## config.mk

```make
export PLATFORM = sky130hd
export DESIGN_NAME = kbhm_mailbox
export DESIGN_NICKNAME = d
export VERILOG_FILES = /design/src/kbhm_pkg.sv /design/src/kbhm_mailbox.sv
export SDC_FILE = /design/constraint.sdc
export NUM_CORES = 1
export LEC_CHECK = 0
export ABC_AREA = 1
export BUFFER_PORTS_ARGS = -buffer_cell sky130_fd_sc_hd__buf_2
export CAP_MARGIN = 20
export CORE_MARGIN = 4
export CORE_UTILIZATION = 35
export CTS_BUF_LIST = sky130_fd_sc_hd__clkbuf_16
export CTS_CLUSTER_DIAMETER = 150
export DETAILED_ROUTE_END_ITERATION = 10
export GPL_TIMING_DRIVEN = 0
export PLACE_DENSITY = 0.63
export RECOVER_POWER = 100
export SYNTH_ARGS = -nofsm -noshare
export SYNTH_HDL_FRONTEND = slang
export SYNTH_SLANG_ARGS = --single-unit
export TNS_END_PERCENT = 100
```

## constraint.sdc

```tcl
create_clock -name clock -period 6.1 [get_ports clock]
set_clock_uncertainty 0.1 [all_clocks]
set_input_delay 0.305 -clock clock [delete_from_list [all_inputs] [get_ports clock]]
set_output_delay 0.305 -clock clock [all_outputs]
set_load 0.1 [all_outputs]
```

## src/kbhm_pkg.sv

```systemverilog
// Constants, types and structs for the keyboard host mailbox.
// Assumes a single 10 MHz clock shared by host port and embedded core.
package kbhm_pkg;

	// Host I/O addresses
	localparam logic [15:0] KBHM_DATA_PORT_ADDR = 16'h0060;
	localparam logic [15:0] KBHM_CTL_PORT_ADDR  = 16'h0064;
	localparam int          KBHM_ADDR_CD_BIT    = 2;

	// Status register field positions
	localparam int KBHM_ST_OBF = 0;
	localparam int KBHM_ST_IBF = 1;
	localparam int KBHM_ST_UD2 = 2;
	localparam int KBHM_ST_CD  = 3;
	localparam int KBHM_ST_UDH = 4;

	// Mask of firmware-writable status bits (7..4 and 2)
	localparam logic [7:0] KBHM_ST_UD_MASK = 8'hF4;

	// Reset values
	localparam logic [7:0] KBHM_STATUS_RST = 8'h00;
	localparam logic [7:0] KBHM_DATA_RST   = 8'h00;
	localparam logic       KBHM_PORT_RST   = 1'b0;
	localparam logic [2:0] KBHM_QUASI_RST  = 3'h7;

	// Quasi-bidirectional active-high drive time
	localparam int CLOCK_PERIOD_NS = 100;
	localparam int QUASI_DRIVE_NS  = 500;
	localparam int QUASI_DRIVE_CYC = (QUASI_DRIVE_NS / CLOCK_PERIOD_NS < 1)
		? 1 : QUASI_DRIVE_NS / CLOCK_PERIOD_NS;
	localparam logic [3:0] QUASI_DRIVE_CNT = 4'(QUASI_DRIVE_CYC);

	// Open-drain pin count and order: kb clk, kb dat, ms clk, ms dat
	localparam int KBHM_NPINS = 4;
	localparam int KBHM_NQ    = 3;

	// Core power states
	typedef enum logic [2:0] {
		PWR_RUN  = 3'b001,
		PWR_HALT = 3'b010,
		PWR_STOP = 3'b100
	} kbhm_pwr_e;

	// Host I/O cycle, one-cycle strobes
	typedef struct packed {
		logic        write;
		logic        read;
		logic [15:0] addr;
		logic [7:0]  data;
	} kbhm_host_req_s;

	// Core port 2 output bits
	typedef struct packed {
		logic port_bit_kbdat;
		logic port_bit_kbclk;
		logic port_bit_aux_irq_out;
		logic port_bit_kbd_irq_out;
		logic port_bit_msclk;
		logic port_bit_msdat;
		logic port_bit_a20;
	} kbhm_port2_s;

endpackage

```

## src/kbhm_mailbox.sv

```systemverilog
// Keyboard host mailbox: host data/command/status registers, core
// mailbox side, interrupt gating, keyboard/mouse pins and power-down.
// Assumes host cycles and core strobes are one-cycle pulses on clock.
//
// What this block does
// RL1 - Host write at data address loads input register as data; read gives output
// RL2 - Host write at command address loads input as command; read gives status
// RL3 - Host data write clears command/data bit and sets input full
// RL4 - Host command write sets command/data bit and sets input full
// RL5 - With flags enabled, host data read clears output full and keyboard irq
// RL6 - Core write of output register sets output full, status bit 0
// RL7 - Host write copies address bit 2 into status bit 3
// RL8 - Flags enabled: keyboard irq is output full gated by its port bit
// RL9 - Flags disabled: keyboard irq follows its port bit directly
// RL10 - After reset the keyboard irq output is low
// RL11 - Flags enabled, port bit one: mouse irq shows inverted input full
// RL12 - Flags disabled: mouse irq follows its port bit directly
// RL13 - Port bit drives gate-A20 output under software control
// RL14 - Quasi pins drive low for zero; for one drive high briefly, then release
// RL15 - Open-drain configuration: low for zero, tristate for one, no pulse
// RL16 - Controller mode pins ignore input or invert configuration
// RL17 - Keyboard/mouse pins driven inverted, read back on test and port inputs
// RL18 - Halt stops ALU clock; reset or host write wakes, maybe via interrupt
// RL19 - Reset exit from power-down runs normal reset from address 0
// RL20 - Stop kills oscillator and core clock; same exits; long reset needed
// RL21 - Core has two interrupt sources: input full and timer overflow
// RL22 - Core read of input register clears input full
// RL23 - Status clears on reset; firmware owns bits 7..4 and 2
`timescale 1ns/100ps

module kbhm_mailbox
	import kbhm_pkg::*;
(
	input  wire logic           clock,
	input  wire logic           rst,
	// Host side
	input  wire kbhm_host_req_s hostReq,
	output logic [7:0]          hostRdData,
	output logic                kbd_irq_out,
	output logic                aux_irq_out,
	output logic                gateA20,
	// Core mailbox side
	input  wire logic           coreWrOut,
	input  wire logic [7:0]     coreWrData,
	input  wire logic           coreRdIn,
	output logic [7:0]          core_input_reg,
	output logic [7:0]          coreStatus,
	input  wire logic           coreStatusWr,
	input  wire logic [7:0]     coreStatusData,
	input  wire logic           coreObfClr,
	input  wire logic           coreEnFlags,
	input  wire logic           port2Wr,
	input  wire kbhm_port2_s    port2Data,
	input  wire logic           port1Wr,
	input  wire logic [2:0]     port1Data,
	input  wire logic           openDrainMode,
	// Core interrupts and power
	input  wire logic           ibfIrqEn,
	input  wire logic           timerIrqEn,
	input  wire logic           timerOverflow,
	input  wire logic           coreHalt,
	input  wire logic           coreStop,
	output logic                coreIrqIbf,
	output logic                coreIrqTimer,
	output logic                wakeCall,
	output logic                coreRestart,
	output logic                aluRun,
	output logic                timerRun,
	output logic                oscRun,
	// Keyboard/mouse open-drain pins: kb clk, kb dat, ms clk, ms dat
	input  wire logic [3:0]     kmPinIn,
	output logic [3:0]          kmPinOut,
	output logic [3:0]          kmPinOeN,
	output logic                test_in_kbclk,
	output logic                port_in_kbdat,
	output logic                test_in_msclk,
	output logic                port_in_msdat,
	// Quasi-bidirectional pins: q17, q16, q12
	output logic [2:0]          quasiOut,
	output logic [2:0]          quasiOeN
);

	////////////////////////////////////////////////////////////////////
	// Host address decode

	logic hitData;
	logic hitCtl;
	logic hostWrHit;
	logic hostRdHit;
	logic hostRdStat;

	assign hitData    = hostReq.addr == KBHM_DATA_PORT_ADDR;
	assign hitCtl     = hostReq.addr == KBHM_CTL_PORT_ADDR;
	assign hostWrHit  = hostReq.write & (hitData | hitCtl);
	assign hostRdHit  = hostReq.read & hitData;
	assign hostRdStat = hostReq.read & hitCtl;

	////////////////////////////////////////////////////////////////////
	// Mailbox registers and flags

	logic [7:0] core_mailbox_reg;
	logic       input_full;
	logic       output_full;
	logic       cmdFlag;
	logic [7:0] userBits;
	logic       enFlags;
	logic [7:0] statusWord;

	logic       next_input_full;
	logic       next_output_full;
	logic       next_cmdFlag;
	logic       obfHostClr;

	// Host read clears output full only once flags are enabled
	assign obfHostClr = hostRdHit & enFlags;               // [RL5]

	// Set wins over clear on both full flags
	assign next_input_full  = hostWrHit                    // [RL3] [RL4]
		| (input_full & ~coreRdIn);                        // [RL22]
	assign next_output_full = coreWrOut                    // [RL6]
		| (output_full & ~obfHostClr & ~coreObfClr);       // [RL5]
	// Command/data bit follows host address bit 2 on every data or command write
	assign next_cmdFlag = hostWrHit
		? hostReq.addr[KBHM_ADDR_CD_BIT] : cmdFlag;        // [RL7] [RL3] [RL4]

	// Status word assembly
	always_comb begin
		statusWord = userBits & KBHM_ST_UD_MASK;           // [RL23]
		statusWord[KBHM_ST_OBF] = output_full;
		statusWord[KBHM_ST_IBF] = input_full;
		statusWord[KBHM_ST_CD]  = cmdFlag;
	end

	// Host write loads the input register
	always_ff @(posedge clock or posedge rst) begin
		if (rst) begin
			core_input_reg <= KBHM_DATA_RST;
		end else if (hostWrHit) begin
			core_input_reg <= hostReq.data;                // [RL1] [RL2]
		end
	end

	// Core write loads the output register
	always_ff @(posedge clock or posedge rst) begin
		if (rst) begin
			core_mailbox_reg <= KBHM_DATA_RST;
		end else if (coreWrOut) begin
			core_mailbox_reg <= coreWrData;                // [RL6]
		end
	end

	// Flags and firmware-owned status bits
	always_ff @(posedge clock or posedge rst) begin
		if (rst) begin
			input_full  <= 1'b0;                           // [RL23]
			output_full <= 1'b0;
			cmdFlag     <= 1'b0;
			userBits    <= KBHM_STATUS_RST;
			enFlags     <= 1'b0;
		end else begin
			input_full  <= next_input_full;
			output_full <= next_output_full;
			cmdFlag     <= next_cmdFlag;
			if (coreStatusWr) begin
				userBits <= coreStatusData & KBHM_ST_UD_MASK; // [RL23]
			end
			if (coreEnFlags) begin
				enFlags <= 1'b1;
			end
		end
	end

	////////////////////////////////////////////////////////////////////
	// Host read data and core status view

	logic [7:0] next_hostRdData;
	logic [7:0] hostRdData_r;

	// Data read returns output register, status read the status
	assign next_hostRdData = hostRdHit ? core_mailbox_reg     // [RL1]
		: hostRdStat ? statusWord : hostRdData_r;             // [RL2]

	always_ff @(posedge clock or posedge rst) begin
		if (rst) begin
			hostRdData_r <= KBHM_STATUS_RST;
			coreStatus   <= KBHM_STATUS_RST;
		end else begin
			hostRdData_r <= next_hostRdData;
			coreStatus   <= statusWord;
		end
	end
	assign hostRdData = hostRdData_r;

	////////////////////////////////////////////////////////////////////
	// Port 2 latch: irq control, gate A20, keyboard/mouse drive

	kbhm_port2_s port2;

	always_ff @(posedge clock or posedge rst) begin
		if (rst) begin
			port2 <= '0;
		end else if (port2Wr) begin
			port2 <= port2Data;
		end
	end

	// Interrupt output gating
	logic next_kbd_irq_out;
	logic next_aux_irq_out;

	assign next_kbd_irq_out = enFlags
		? (port2.port_bit_kbd_irq_out & next_output_full)           // [RL8]
		: port2.port_bit_kbd_irq_out;                               // [RL9]
	assign next_aux_irq_out = enFlags
		? (port2.port_bit_aux_irq_out & ~next_input_full)           // [RL11]
		: port2.port_bit_aux_irq_out;                               // [RL12]

	always_ff @(posedge clock or posedge rst) begin
		if (rst) begin
			kbd_irq_out <= 1'b0;                             // [RL10]
			aux_irq_out <= 1'b0;
			gateA20     <= KBHM_PORT_RST;
		end else begin
			kbd_irq_out <= next_kbd_irq_out;                        // [RL5]
			aux_irq_out <= next_aux_irq_out;
			gateA20     <= port2.port_bit_a20;               // [RL13]
		end
	end

	////////////////////////////////////////////////////////////////////
	// Keyboard/mouse open-drain pins and read-back

	logic [3:0] kmDrive;
	logic [3:0] kmSync1;
	logic [3:0] kmSync2;
	logic [3:0] kmSync3;
	logic [3:0] kmLevel;

	// Port bit one pulls the pin low: output is the inverted bit
	assign kmDrive = {port2.port_bit_msdat, port2.port_bit_msclk,
		port2.port_bit_kbdat, port2.port_bit_kbclk};          // [RL17]

	genvar gp;
	generate
		for (gp = 0; gp < KBHM_NPINS; gp++) begin : gPin
			// Drive and synchronise one pin
			always_ff @(posedge clock or posedge rst) begin
				if (rst) begin
					kmPinOut[gp] <= 1'b0;
					kmPinOeN[gp] <= 1'b1;
					kmSync1[gp]  <= 1'b1;
					kmSync2[gp]  <= 1'b1;
					kmSync3[gp]  <= 1'b1;
					kmLevel[gp]  <= 1'b1;
				end else begin
					kmPinOut[gp] <= 1'b0;
					kmPinOeN[gp] <= ~kmDrive[gp];           // [RL17]
					kmSync1[gp]  <= kmPinIn[gp];
					kmSync2[gp]  <= kmSync1[gp];
					kmSync3[gp]  <= kmSync2[gp];
					if (kmSync2[gp] == kmSync3[gp]) begin
						kmLevel[gp] <= kmSync3[gp];
					end
				end
			end
		end
	endgenerate

	// Read-back routing to test inputs and port 1 bits
	assign test_in_kbclk = kmLevel[0];                       // [RL17]
	assign port_in_kbdat = kmLevel[1];
	assign test_in_msclk = kmLevel[2];
	assign port_in_msdat = kmLevel[3];

	////////////////////////////////////////////////////////////////////
	// Quasi-bidirectional port pins q17, q16, q12
	// Controller mode has no input or invert option, so none is taken.

	logic [2:0] port1;
	logic [3:0] quasiCnt [KBHM_NQ];

	always_ff @(posedge clock or posedge rst) begin
		if (rst) begin
			port1 <= KBHM_QUASI_RST;
		end else if (port1Wr) begin
			port1 <= port1Data;                              // [RL16]
		end
	end

	generate
		for (gp = 0; gp < KBHM_NQ; gp++) begin : gQuasi
			logic rising;
			assign rising = port1Wr & port1Data[gp] & ~port1[gp];
			// Pulse counter for the active-high drive window
			always_ff @(posedge clock or posedge rst) begin
				if (rst) begin
					quasiCnt[gp] <= 4'h0;
					quasiOut[gp] <= 1'b0;
					quasiOeN[gp] <= 1'b1;
				end else begin
					if (rising & ~openDrainMode) begin
						quasiCnt[gp] <= QUASI_DRIVE_CNT;     // [RL14]
					end else if (quasiCnt[gp] != 4'h0) begin
						quasiCnt[gp] <= quasiCnt[gp] - 4'h1;
					end
					if (~port1[gp]) begin
						quasiOut[gp] <= 1'b0;                // [RL14] [RL15]
						quasiOeN[gp] <= 1'b0;
					end else if (~openDrainMode
							&& quasiCnt[gp] > 4'h1) begin
						quasiOut[gp] <= 1'b1;                // [RL14]
						quasiOeN[gp] <= 1'b0;
					end else begin
						quasiOut[gp] <= 1'b0;                // [RL15]
						quasiOeN[gp] <= 1'b1;
					end
				end
			end
		end
	endgenerate

	////////////////////////////////////////////////////////////////////
	// Power-down control and core interrupts

	kbhm_pwr_e pwrState;
	kbhm_pwr_e next_pwrState;
	logic      wakeUp;

	assign wakeUp = hostWrHit & (pwrState != PWR_RUN);       // [RL18] [RL20]

	// Power state transitions
	always_comb begin
		next_pwrState = pwrState;
		unique case (pwrState)
			PWR_RUN: begin
				if (coreStop) begin
					next_pwrState = PWR_STOP;                // [RL20]
				end else if (coreHalt) begin
					next_pwrState = PWR_HALT;                // [RL18]
				end
			end
			PWR_HALT: begin
				if (hostWrHit) begin
					next_pwrState = PWR_RUN;                 // [RL18]
				end
			end
			PWR_STOP: begin
				if (hostWrHit) begin
					next_pwrState = PWR_RUN;                 // [RL20]
				end
			end
			default: begin
				next_pwrState = PWR_RUN;
			end
		endcase
	end

	always_ff @(posedge clock or posedge rst) begin
		if (rst) begin
			pwrState     <= PWR_RUN;                         // [RL19]
			coreRestart  <= 1'b1;                            // [RL19]
			wakeCall     <= 1'b0;
			aluRun       <= 1'b1;
			timerRun     <= 1'b1;
			oscRun       <= 1'b1;
			coreIrqIbf   <= 1'b0;
			coreIrqTimer <= 1'b0;
		end else begin
			pwrState     <= next_pwrState;
			coreRestart  <= 1'b0;
			wakeCall     <= wakeUp & ibfIrqEn;               // [RL18]
			aluRun       <= next_pwrState == PWR_RUN;        // [RL18]
			timerRun     <= next_pwrState != PWR_STOP;       // [RL20]
			oscRun       <= next_pwrState != PWR_STOP;       // [RL20]
			coreIrqIbf   <= ibfIrqEn & next_input_full;      // [RL21]
			coreIrqTimer <= timerIrqEn & timerOverflow;      // [RL21]
		end
	end

endmodule

```

==> impl_summary.log, run 1 <==
[metrics] Fin. Hold Viols: 0
[metrics] number of flip-flops and latches in the synthesized netlist: 101
[metrics] antenna diode count: 0
[metrics] final count of negative-setup-slack endpoints: 0
[metrics] initial antenna violation count: 0
[metrics] flip-flop cell with the highest count after synthesis: sky130_fd_sc_hd__dfrtp_1
[metrics] area leader, netlist: sky130_fd_sc_hd__dfrtp_1
[metrics] IO buf count: between 100 and 150
[metrics] number of max-cap violations: 1
[metrics] post-detailed-placement half-perimeter wirelength: 6.490 mm
[metrics] placeable core area: 11470 um^2
[metrics] Cell Pwr Density: 382.3 nW/um^2
[metrics] clock root cell: sky130_fd_sc_hd__clkbuf_16
[metrics] adder and majority gate portion of the synthesized area: 3.709%
[metrics] RSZ-0062 raised after global routing: no
[metrics] CTS clock-pin slew for the worst setup and hold paths: 0.07 ns
[metrics] routability cong.: around 0.71
[metrics] Detailed Route WL: 8.578 mm
[metrics] largest family of logic cells by synthesized area: simple AND/OR/NAND/NOR gates
[metrics] leakage component of the power: 2.577 nW
[metrics] Achievable Freq: 437.6 MHz
[metrics] simple-gate area share of the yosys netlist: 16.24%
[metrics] met3 layer usage reported by global route: 4.352%
[metrics] required time at the endpoint of the critical path: 6.11 ns
[metrics] register name with the most flops: quasiCnt
[metrics] via density per instance: 4.406
[metrics] Post-Place Setup Slack: 4.527 ns
[metrics] clk sinks: about 100
[metrics] met2 layer usage reported by global route: 21.93%
[metrics] hold path startpoint: timerOverflow
[metrics] Critical Path AT: between 2 and 2.5 ns
[metrics] category of the critical setup timing path: input pin to asynchronous set/reset pin
[metrics] clock network latency to the later pin of the worst-skew pair: 0.33 ns
[metrics] synthesized area per cell: 10.80 um^2
[metrics] Inserted Clock Buffers: 9
[metrics] most used standard cell by instance count after synthesis: sky130_fd_sc_hd__nand2_1
[metrics] maximum number of pins on one net before global-route repair: 53
[metrics] Synth area leaders: sky130_fd_sc_hd__dfrtp_1 43%, sky130_fd_sc_hd__dfstp_2 19%, sky130_fd_sc_hd__nand2_1 7.4%
[metrics] async set-or-reset flop fraction in the synthesized netlist: 100.0%
[metrics] Routed wire per std cell: around 13 um
[metrics] multiplexer share of the synthesized area: 0.5473%
[metrics] Initial DRC Count: 136
[metrics] launching point of the worst reg2reg path: pwrState[0]
[metrics] synth-to-layout area growth: 24.69%
[metrics] Startpoint Class: input pin
[metrics] full die area: around 14000 um^2
[metrics] total congestion overflow: 0
[metrics] largest vdd supply drop: 198.4 uV
[metrics] flop-to-flop setup slack: 4.67 ns
[metrics] count of flip-flops with a built-in enable after synthesis: 0
[metrics] die span in x: around 120 um
[metrics] cell area after synthesis: 4115 um^2
[metrics] xor-xnor portion of the synthesized cell area: 0.6385%
[metrics] run status: finished with violations
[metrics] cell count after synthesis: 381
[metrics] minimum clock period: 2.285 ns
[metrics] leading cell types by count after synthesis: 81 x sky130_fd_sc_hd__nand2_1, 71 x sky130_fd_sc_hd__dfrtp_1, 50 x sky130_fd_sc_hd__inv_1, 30 x sky130_fd_sc_hd__dfstp_2, 27 x sky130_fd_sc_hd__nor2_1
[metrics] CTS max path bufs: 2
[metrics] clock tree from TritonCTS: built
[metrics] capture point of the worst reg-to-reg path: aluRun
[metrics] PostCTS Resize Cnt: 0
[metrics] GR Util All Layers: 13.21%
[metrics] Worst Hold End: coreIrqTimer
[metrics] Synth Area in Compound Gates: around a tenth
[metrics] kind of end point of the critical path: asynchronous set/reset pin
[metrics] post-synth top area share: between 40% and 50%
[metrics] portion of the clock cycle consumed by the worst path in the final layout: 37.46%
[metrics] number of levels in the clock H-tree: 3
[metrics] post-synthesis sequential area ratio: 62.33%
[metrics] synth unique cells: 36
[metrics] DRC violations left: 0
[metrics] cell count of the worst hold path: 3
[metrics] grt met1 use: 16.41%
[metrics] Setup Buffers After CTS: 0
[metrics] count of antenna-violating nets left after detailed routing: 0
[metrics] failing checks: capacitance limit, slew limit
[metrics] worst hold-check path type: input pin to register
[metrics] die height: 116.4 um
[metrics] total count of max-transition violations in the final report: 52
[metrics] effective utilization at floorplan: 35.89%
[metrics] least setup slack across all paths after layout: 3.815 ns
[metrics] flip-flop count of the largest register after layout: 12
[metrics] Boundary Pins: between 100 and 150
[metrics] final sum of negative setup slack: 0 ns
[metrics] wire length of the first global-routing pass: 14.13 mm
[metrics] fraction of layout instances using a drive strength above 1: 28.52%
[metrics] Slew HR: -53.59%
[metrics] post-layout net count: 594
[metrics] length of the first detailed-routing pass in iterations: 4
[metrics] maximum fanout count along the critical path: 52
[metrics] pin slew with the least headroom to its limit: 2.291 ns
[metrics] R2R cell count: 5
[metrics] count of warnings emitted by yosys: 0
[metrics] number of global-route vias before repair: 3047
[metrics] number of vias after detailed routing: 2917
[metrics] row count: 39
[metrics] busiest layer in global routing: met2
-- layout by cell type (no fill, tap or decap), drive strengths merged, types with 7 or more instances in the layout --
master	n
nand2	85
dfrtp	71
buf	71
clkbuf	64
inv	55
nor2	32
dfstp	30
o21ai	23
a21oi	16
ha	9
o211ai	8
nand3	7
-- logic make-up after synthesis --
| logic type | Yosys count |
|---|---|
| fa+ha+maj | 13 |
| buf+inv | 66 |
| flops | 101 |
| other cells | 1 |
| mux | 2 |
| compound gates | 54 |
| simple gates | 141 |
| xor+xnor | 3 |
-- worst max-delay path, stage by stage --
cell and delay [ns]:
sky130_fd_sc_hd__dlygate4sd3_1 0.53, sky130_fd_sc_hd__buf_2 0.12, sky130_fd_sc_hd__clkinvlp_2 1.30
-- layer usage --
| layer | vias up | part of all wire [%] |
|---|---|---|
| met5 | - | 0 |
| met3 | 9 | 6.9 |
| met4 | 0 | 1.3 |
| met1 | 1376 | 43 |
| met2 | 77 | 48 |
| li1 | 1455 | - |
-- through the flow --
step	cells	instance area [um^2]	utilization (%)	total power, W	hold slack (ns)
floorplan	385	4130	-	0.001291	0.2095
global placement	640	4870	42.47	0.001379	0.2462
detailed placement	641	4900	42.73	0.001410	0.2487
CTS	662	5256	45.84	0.001999	0.02825
global route	662	5131	44.75	0.002081	0.04179
finish	662	5131	44.75	0.001962	0.05715
-- layout make-up --
type	instances	area (um^2)
Timing Repair Buffer	118	576.8
Multi-Input combinational cell	218	1226
Clock inverter	6	56.30
Sequential cell	101	2565
Buffer	12	72.57
Inverter	54	205.2
Clock buffer	10	250.2
Fill cell	1115	6336
Tap cell	143	178.9
-- how the worst max path moves through the flow --
stage / start / to / slack, ns / depth (start not counted)
5_1_grt: rst / coreStatus[1] / 3.42 / 3
3_5_place_dp: hostReq[19] / core_input_reg[0] / 4.53 / 8
2_1_floorplan: rst / aux_irq_out / 3.10 / 1
6_report: rst / coreStatus[1] / 3.82 / 3
4_1_cts: oscRun / timerRun / 4.30 / 2
3_3_place_gp: rst / pwrState[2] / 1.94 / 2
-- power by group --
| group | internal [W] | switching (W) | total, W |
|---|---|---|---|
| Clock | 0.000312 | 0.000265 | 0.000577 |
| Sequential | 0.000781 | 0.0000551 | 0.000836 |
| Combinational | 0.000142 | 0.000406 | 0.000548 |
-- what timing repair did --
item                                   in CTS  in global routing
setup endpoints to repair                   0                  0
hold buffers                                5                  0
endpoints found under the hold margin      42                  0
(Power assumes the default switching activity.)
==> run 2, diff against run 1 <==
--- a/config.mk
+++ b/config.mk
@@ -5,7 +5,7 @@
 export SDC_FILE = /design/constraint.sdc
 export NUM_CORES = 1
 export LEC_CHECK = 0
-export ABC_AREA = 1
+export ABC_AREA = 0
 export BUFFER_PORTS_ARGS = -buffer_cell sky130_fd_sc_hd__buf_2
 export CAP_MARGIN = 20
 export CORE_MARGIN = 4
==> constraint.sdc (replaced) <==
create_clock -name clock -period 2.2 [get_ports clock]
set_clock_uncertainty 0.1 [all_clocks]
set_input_delay 0.11 -clock clock [delete_from_list [all_inputs] [get_ports clock]]
set_output_delay 0.11 -clock clock [all_outputs]
set_load 0.1 [all_outputs]
==> run 2 against run 1 <==
The flow now finishes without violations. Via count down 2.6%. Worst hold slack got worse by 0.038 ns. Combinational power rose to 3.1 times the previous value. Synthesized area shrank 0.33%. Non-clock buffer count increased by 59. Die area down 0.31%. Core utilization increased by 6.0 points. Register-to-register slack lost 4.3 ns. Largest cell class unchanged.
==> impl_summary.log, run 2 <==
[metrics] pin slew with the least headroom to its limit: 1.408 ns (was 2.291 ns)
[metrics] non-filler cells in the finished layout: 628 (was 662)
[metrics] Startpoint Class: input pin (unchanged)
[metrics] least setup slack across all paths after layout: 0.006335 ns (was 3.815 ns)
[metrics] Achievable Freq: around 460 MHz
[metrics] Routed wire per std cell: 14.05 um (was 12.96 um)
[metrics] CTS clock-pin slew for the worst setup and hold paths: 0.06 ns (was 0.07 ns)
[metrics] required time at the endpoint of the critical path: 2.33 ns (was 6.11 ns)
[metrics] Synth area leaders: sky130_fd_sc_hd__dfrtp_1 43%, sky130_fd_sc_hd__dfstp_2 19%, sky130_fd_sc_hd__mux2_2 10% (was sky130_fd_sc_hd__dfrtp_1 43%, sky130_fd_sc_hd__dfstp_2 19%, sky130_fd_sc_hd__nand2_1 7.4%)
[metrics] Slew HR: 5.617% (was -53.59%)
[metrics] initial antenna violation count: 0 (unchanged)
[metrics] total count of max-transition violations in the final report: 0 (was 52)
[metrics] cell area after synthesis: 4101 um^2 (was 4115 um^2)
[metrics] maximum number of pins on one net before global-route repair: 40 (was 53)
[metrics] filler instances: 999 (was 1115)
[metrics] full die area: 13510 um^2 (was 13560 um^2)
[metrics] category of the critical setup timing path: input pin to register (was input pin to asynchronous set/reset pin)
[metrics] number of levels in the clock H-tree: 3 (unchanged)
[metrics] flip-flop count of the largest register after layout: 12 (unchanged)
[metrics] row count: 39 (unchanged)
[metrics] register name with the most flops: quasiCnt (unchanged)
[metrics] post-layout net count: 560 (was 594)
[metrics] cell count after synthesis: 286 (was 381)
[metrics] maximum fanout count along the critical path: 10 (was 52)
[metrics] most frequent cells in the layout: 100 x sky130_fd_sc_hd__buf_2, 71 x sky130_fd_sc_hd__dfrtp_1, 63 x sky130_fd_sc_hd__dlygate4sd3_1, 38 x sky130_fd_sc_hd__mux2_2, 26 x sky130_fd_sc_hd__dfstp_2 (was 81 x sky130_fd_sc_hd__nand2_1, 71 x sky130_fd_sc_hd__dfrtp_1, 64 x sky130_fd_sc_hd__buf_2, 54 x sky130_fd_sc_hd__clkbuf_1, 49 x sky130_fd_sc_hd__inv_1)
[metrics] clk sinks: 101 (unchanged)
[metrics] number of flip-flops and latches in the synthesized netlist: 101 (unchanged)
[metrics] Detailed Route WL: 8.822 mm (was 8.578 mm)
[metrics] die span in x: 116.3 um (was 116.4 um)
[metrics] async set-or-reset flop fraction in the synthesized netlist: 100.0% (unchanged)
[metrics] cell repeated most along the worst path: sky130_fd_sc_hd__dlygate4sd3_1
[metrics] antenna diode count: 0 (unchanged)
[metrics] count of warnings emitted by yosys: 0 (unchanged)
[metrics] number of global-route vias before repair: 3036 (was 3047)
[metrics] post-synthesis sequential area ratio: 62.54% (was 62.33%)
[metrics] GR Util All Layers: 13.57% (was 13.21%)
[metrics] effective utilization at floorplan: 35.77% (was 35.89%)
[metrics] Inserted Clock Buffers: 9 (unchanged)
[metrics] count of flip-flops with a built-in enable after synthesis: 0 (unchanged)
[metrics] kind of end point of the critical path: register (was asynchronous set/reset pin)
[metrics] post-detailed-placement half-perimeter wirelength: 5.991 mm (was 6.490 mm)
[metrics] Fin. Hold Viols: 0 (unchanged)
[metrics] worst-path cell with the longest stage delay: sky130_fd_sc_hd__dlygate4sd3_1 (was sky130_fd_sc_hd__clkinvlp_2)
[metrics] largest vdd supply drop: 1150 uV (was 198.4 uV)
[metrics] dpl cells: 549 (was 641)
[metrics] clock root cell: sky130_fd_sc_hd__clkbuf_16 (unchanged)
[metrics] post-synth top area share: 43.32% (was 43.17%)
[metrics] clock tree from TritonCTS: built (unchanged)
[metrics] placeable core area: 11470 um^2 (unchanged)
[metrics] leakage component of the power: 2.729 nW (was 2.577 nW)
[metrics] final count of negative-setup-slack endpoints: 0 (unchanged)
[metrics] number of vias after detailed routing: 2842 (was 2917)
[metrics] Boundary Pins: 123 (unchanged)
[metrics] most used standard cell by instance count after synthesis: sky130_fd_sc_hd__dfrtp_1 (was sky130_fd_sc_hd__nand2_1)
[metrics] portion of the clock cycle consumed by the worst path in the final layout: 99.71%
[metrics] IO buf count: 114 (was 112)
[metrics] routability cong.: 0.6879 (was 0.7084)
[metrics] total non-filler cell area in the finished layout: 5822 um^2 (was 5131 um^2)
[metrics] Setup Buffers After CTS: 0 (unchanged)
[metrics] die height: 116.3 um (was 116.4 um)
[metrics] wire length of the first global-routing pass: 14.16 mm (was 14.13 mm)
[metrics] run status: complete, no violations (was finished with violations)
[metrics] CTS max path bufs: 2 (unchanged)
[metrics] cell chain of the critical path: dlygate4sd3_1, buf_2, nor4b_4, and4_4, buf_6, buf_12, o22ai_1, dlygate4sd3_1 (was dlygate4sd3_1, buf_2, clkinvlp_2)
[metrics] count of antenna-violating nets left after detailed routing: 0 (unchanged)
[metrics] Post-Place Setup Slack: 0.5155 ns (was 4.527 ns)
[metrics] Critical Path AT: 2.32 ns (was 2.29 ns)
[metrics] worst hold-check path type: input pin to register (unchanged)
[metrics] fraction of layout instances using a drive strength above 1: 43.51% (was 28.52%)
[metrics] Initial DRC Count: 124 (was 136)
[metrics] synth unique cells: 43 (was 36)
[metrics] DRC violations left: 0 (unchanged)
[metrics] Cell Pwr Density: 968.7 nW/um^2 (was 382.3 nW/um^2)
[metrics] synth-to-layout area growth: 41.95% (was 24.69%)
[metrics] minimum clock period: between 2 and 2.5 ns
[metrics] clock network latency to the later pin of the worst-skew pair: 0.35 ns (was 0.33 ns)
[metrics] synthesized area per cell: 14.34 um^2 (was 10.80 um^2)
[metrics] area leader, netlist: sky130_fd_sc_hd__dfrtp_1 (unchanged)
[metrics] total congestion overflow: 0 (unchanged)
[metrics] standard cell area after detailed placement: 4910 um^2 (was 4900 um^2)
[metrics] flip-flop cell with the highest count after synthesis: sky130_fd_sc_hd__dfrtp_1 (unchanged)
[metrics] Worst path max stage delay: 0.55 ns (was 1.30 ns)
[metrics] leading cell types by count after synthesis: 71 x sky130_fd_sc_hd__dfrtp_1, 38 x sky130_fd_sc_hd__mux2_2, 30 x sky130_fd_sc_hd__dfstp_2, 14 x sky130_fd_sc_hd__nor2_1 (was 81 x sky130_fd_sc_hd__nand2_1, 71 x sky130_fd_sc_hd__dfrtp_1, 50 x sky130_fd_sc_hd__inv_1, 30 x sky130_fd_sc_hd__dfstp_2, 27 x sky130_fd_sc_hd__nor2_1)
[metrics] most common library cell in the layout ignoring fill and taps: sky130_fd_sc_hd__buf_2 (was sky130_fd_sc_hd__nand2_1)
[metrics] length of the first detailed-routing pass in iterations: 4 (unchanged)
[metrics] number of max-cap violations: 0 (was 1)
[metrics] via density per instance: 4.525 (was 4.406)
[run 2: kinds of logic after synthesis]
family / count (synthesis) / share of synthesized area (%)
xor gates and xnor gates: 4 / 0.8541
other: 1 / 0.09143
and+or+nand+nor: 75 / 12.51
muxes: 47 / 13.36
DFF: 101 / 62.54
adders and majority gates: 13 / 3.722
AOI/OAI and AO/OA: 23 / 3.874
buffers and inverters: 22 / 3.051
[run 2: cell type report]
| type | instances | area (um^2) | area share, % |
|---|---|---|---|
| Buffer | 10 | 80.08 | 1.375 |
| Sequential cell | 101 | 2565 | 44.06 |
| Multi-Input combinational cell | 167 | 1438 | 24.69 |
| Inverter | 12 | 46.29 | 0.7952 |
| Timing Repair Buffer | 179 | 1224 | 21.02 |
| Clock buffer | 9 | 225.2 | 3.868 |
| Tap cell | 143 | 178.9 | 3.073 |
| Clock inverter | 7 | 65.06 | 1.118 |
[run 2: path summary, 6_finish.rpt]
| check | start | endpoint | slack [ns] | depth (start not counted) |
|---|---|---|---|---|
| worst min register to register | kmSync1[0] | kmSync2[0] | 0.26 | 0 |
| max in group asynchronous | rst | kmPinOeN[0] | 0.41 | 5 |
| worst min-delay path | coreStatusWr | userBits[7] | 0.02 | 2 |
| worst max-delay path | hostReq[20] | pwrState[1] | 0.006 | 8 |
| worst max register to register | pwrState[2] | pwrState[1] | 0.40 | 3 |
| min in group asynchronous | rst | core_input_reg[2] | 0.52 | 3 |
[run 2: layer usage]
metal  vias up  share of wire [%]  global-route usage (%)
li1       1372                  -                       -
met1      1370                 40                   14.88
met2        87                 52                   23.72
met3        13                6.3                   5.233
met4         0                2.0                   5.182
met5         -                  0                       0
[run 2: power breakdown]
part / switching [W] / internal [W] / leakage [nW]
logic: 0.00109 / 0.000620 / 1.38
clock network: 0.000674 / 0.000875 / 0.148
registers: 0.000210 / 0.00217 / 1.20
total: 0.00197 / 0.00367 / 2.73
[run 2: repair_timing]
item	in CTS	in global routing
hold buffers	63	0
endpoints found under the hold margin	74	0
resized for setup	0	2
endpoints found under the setup margin	0	1
[run 2: through the flow]
step	TNS [ns]	power, W	hold WS (ns)	util [%]
4_1_cts	0	0.005726	0.003682	50.85
2_1_floorplan	0	0.003703	0.01448	-
6_report	0	0.005639	0.01914	50.77
5_1_grt	-0.04622	0.005982	0.01279	50.77
3_3_place_gp	0	0.003970	0.1168	42.47
3_5_place_dp	0	0.004032	0.1162	42.82
[run 2: critical path, delay by kind of cell]
kind,cells,cell delay [ns]
AOI/OAI and AO/OA,1,0.09
buffers and inverters,5,1.50
and+or+nand+nor,2,0.63
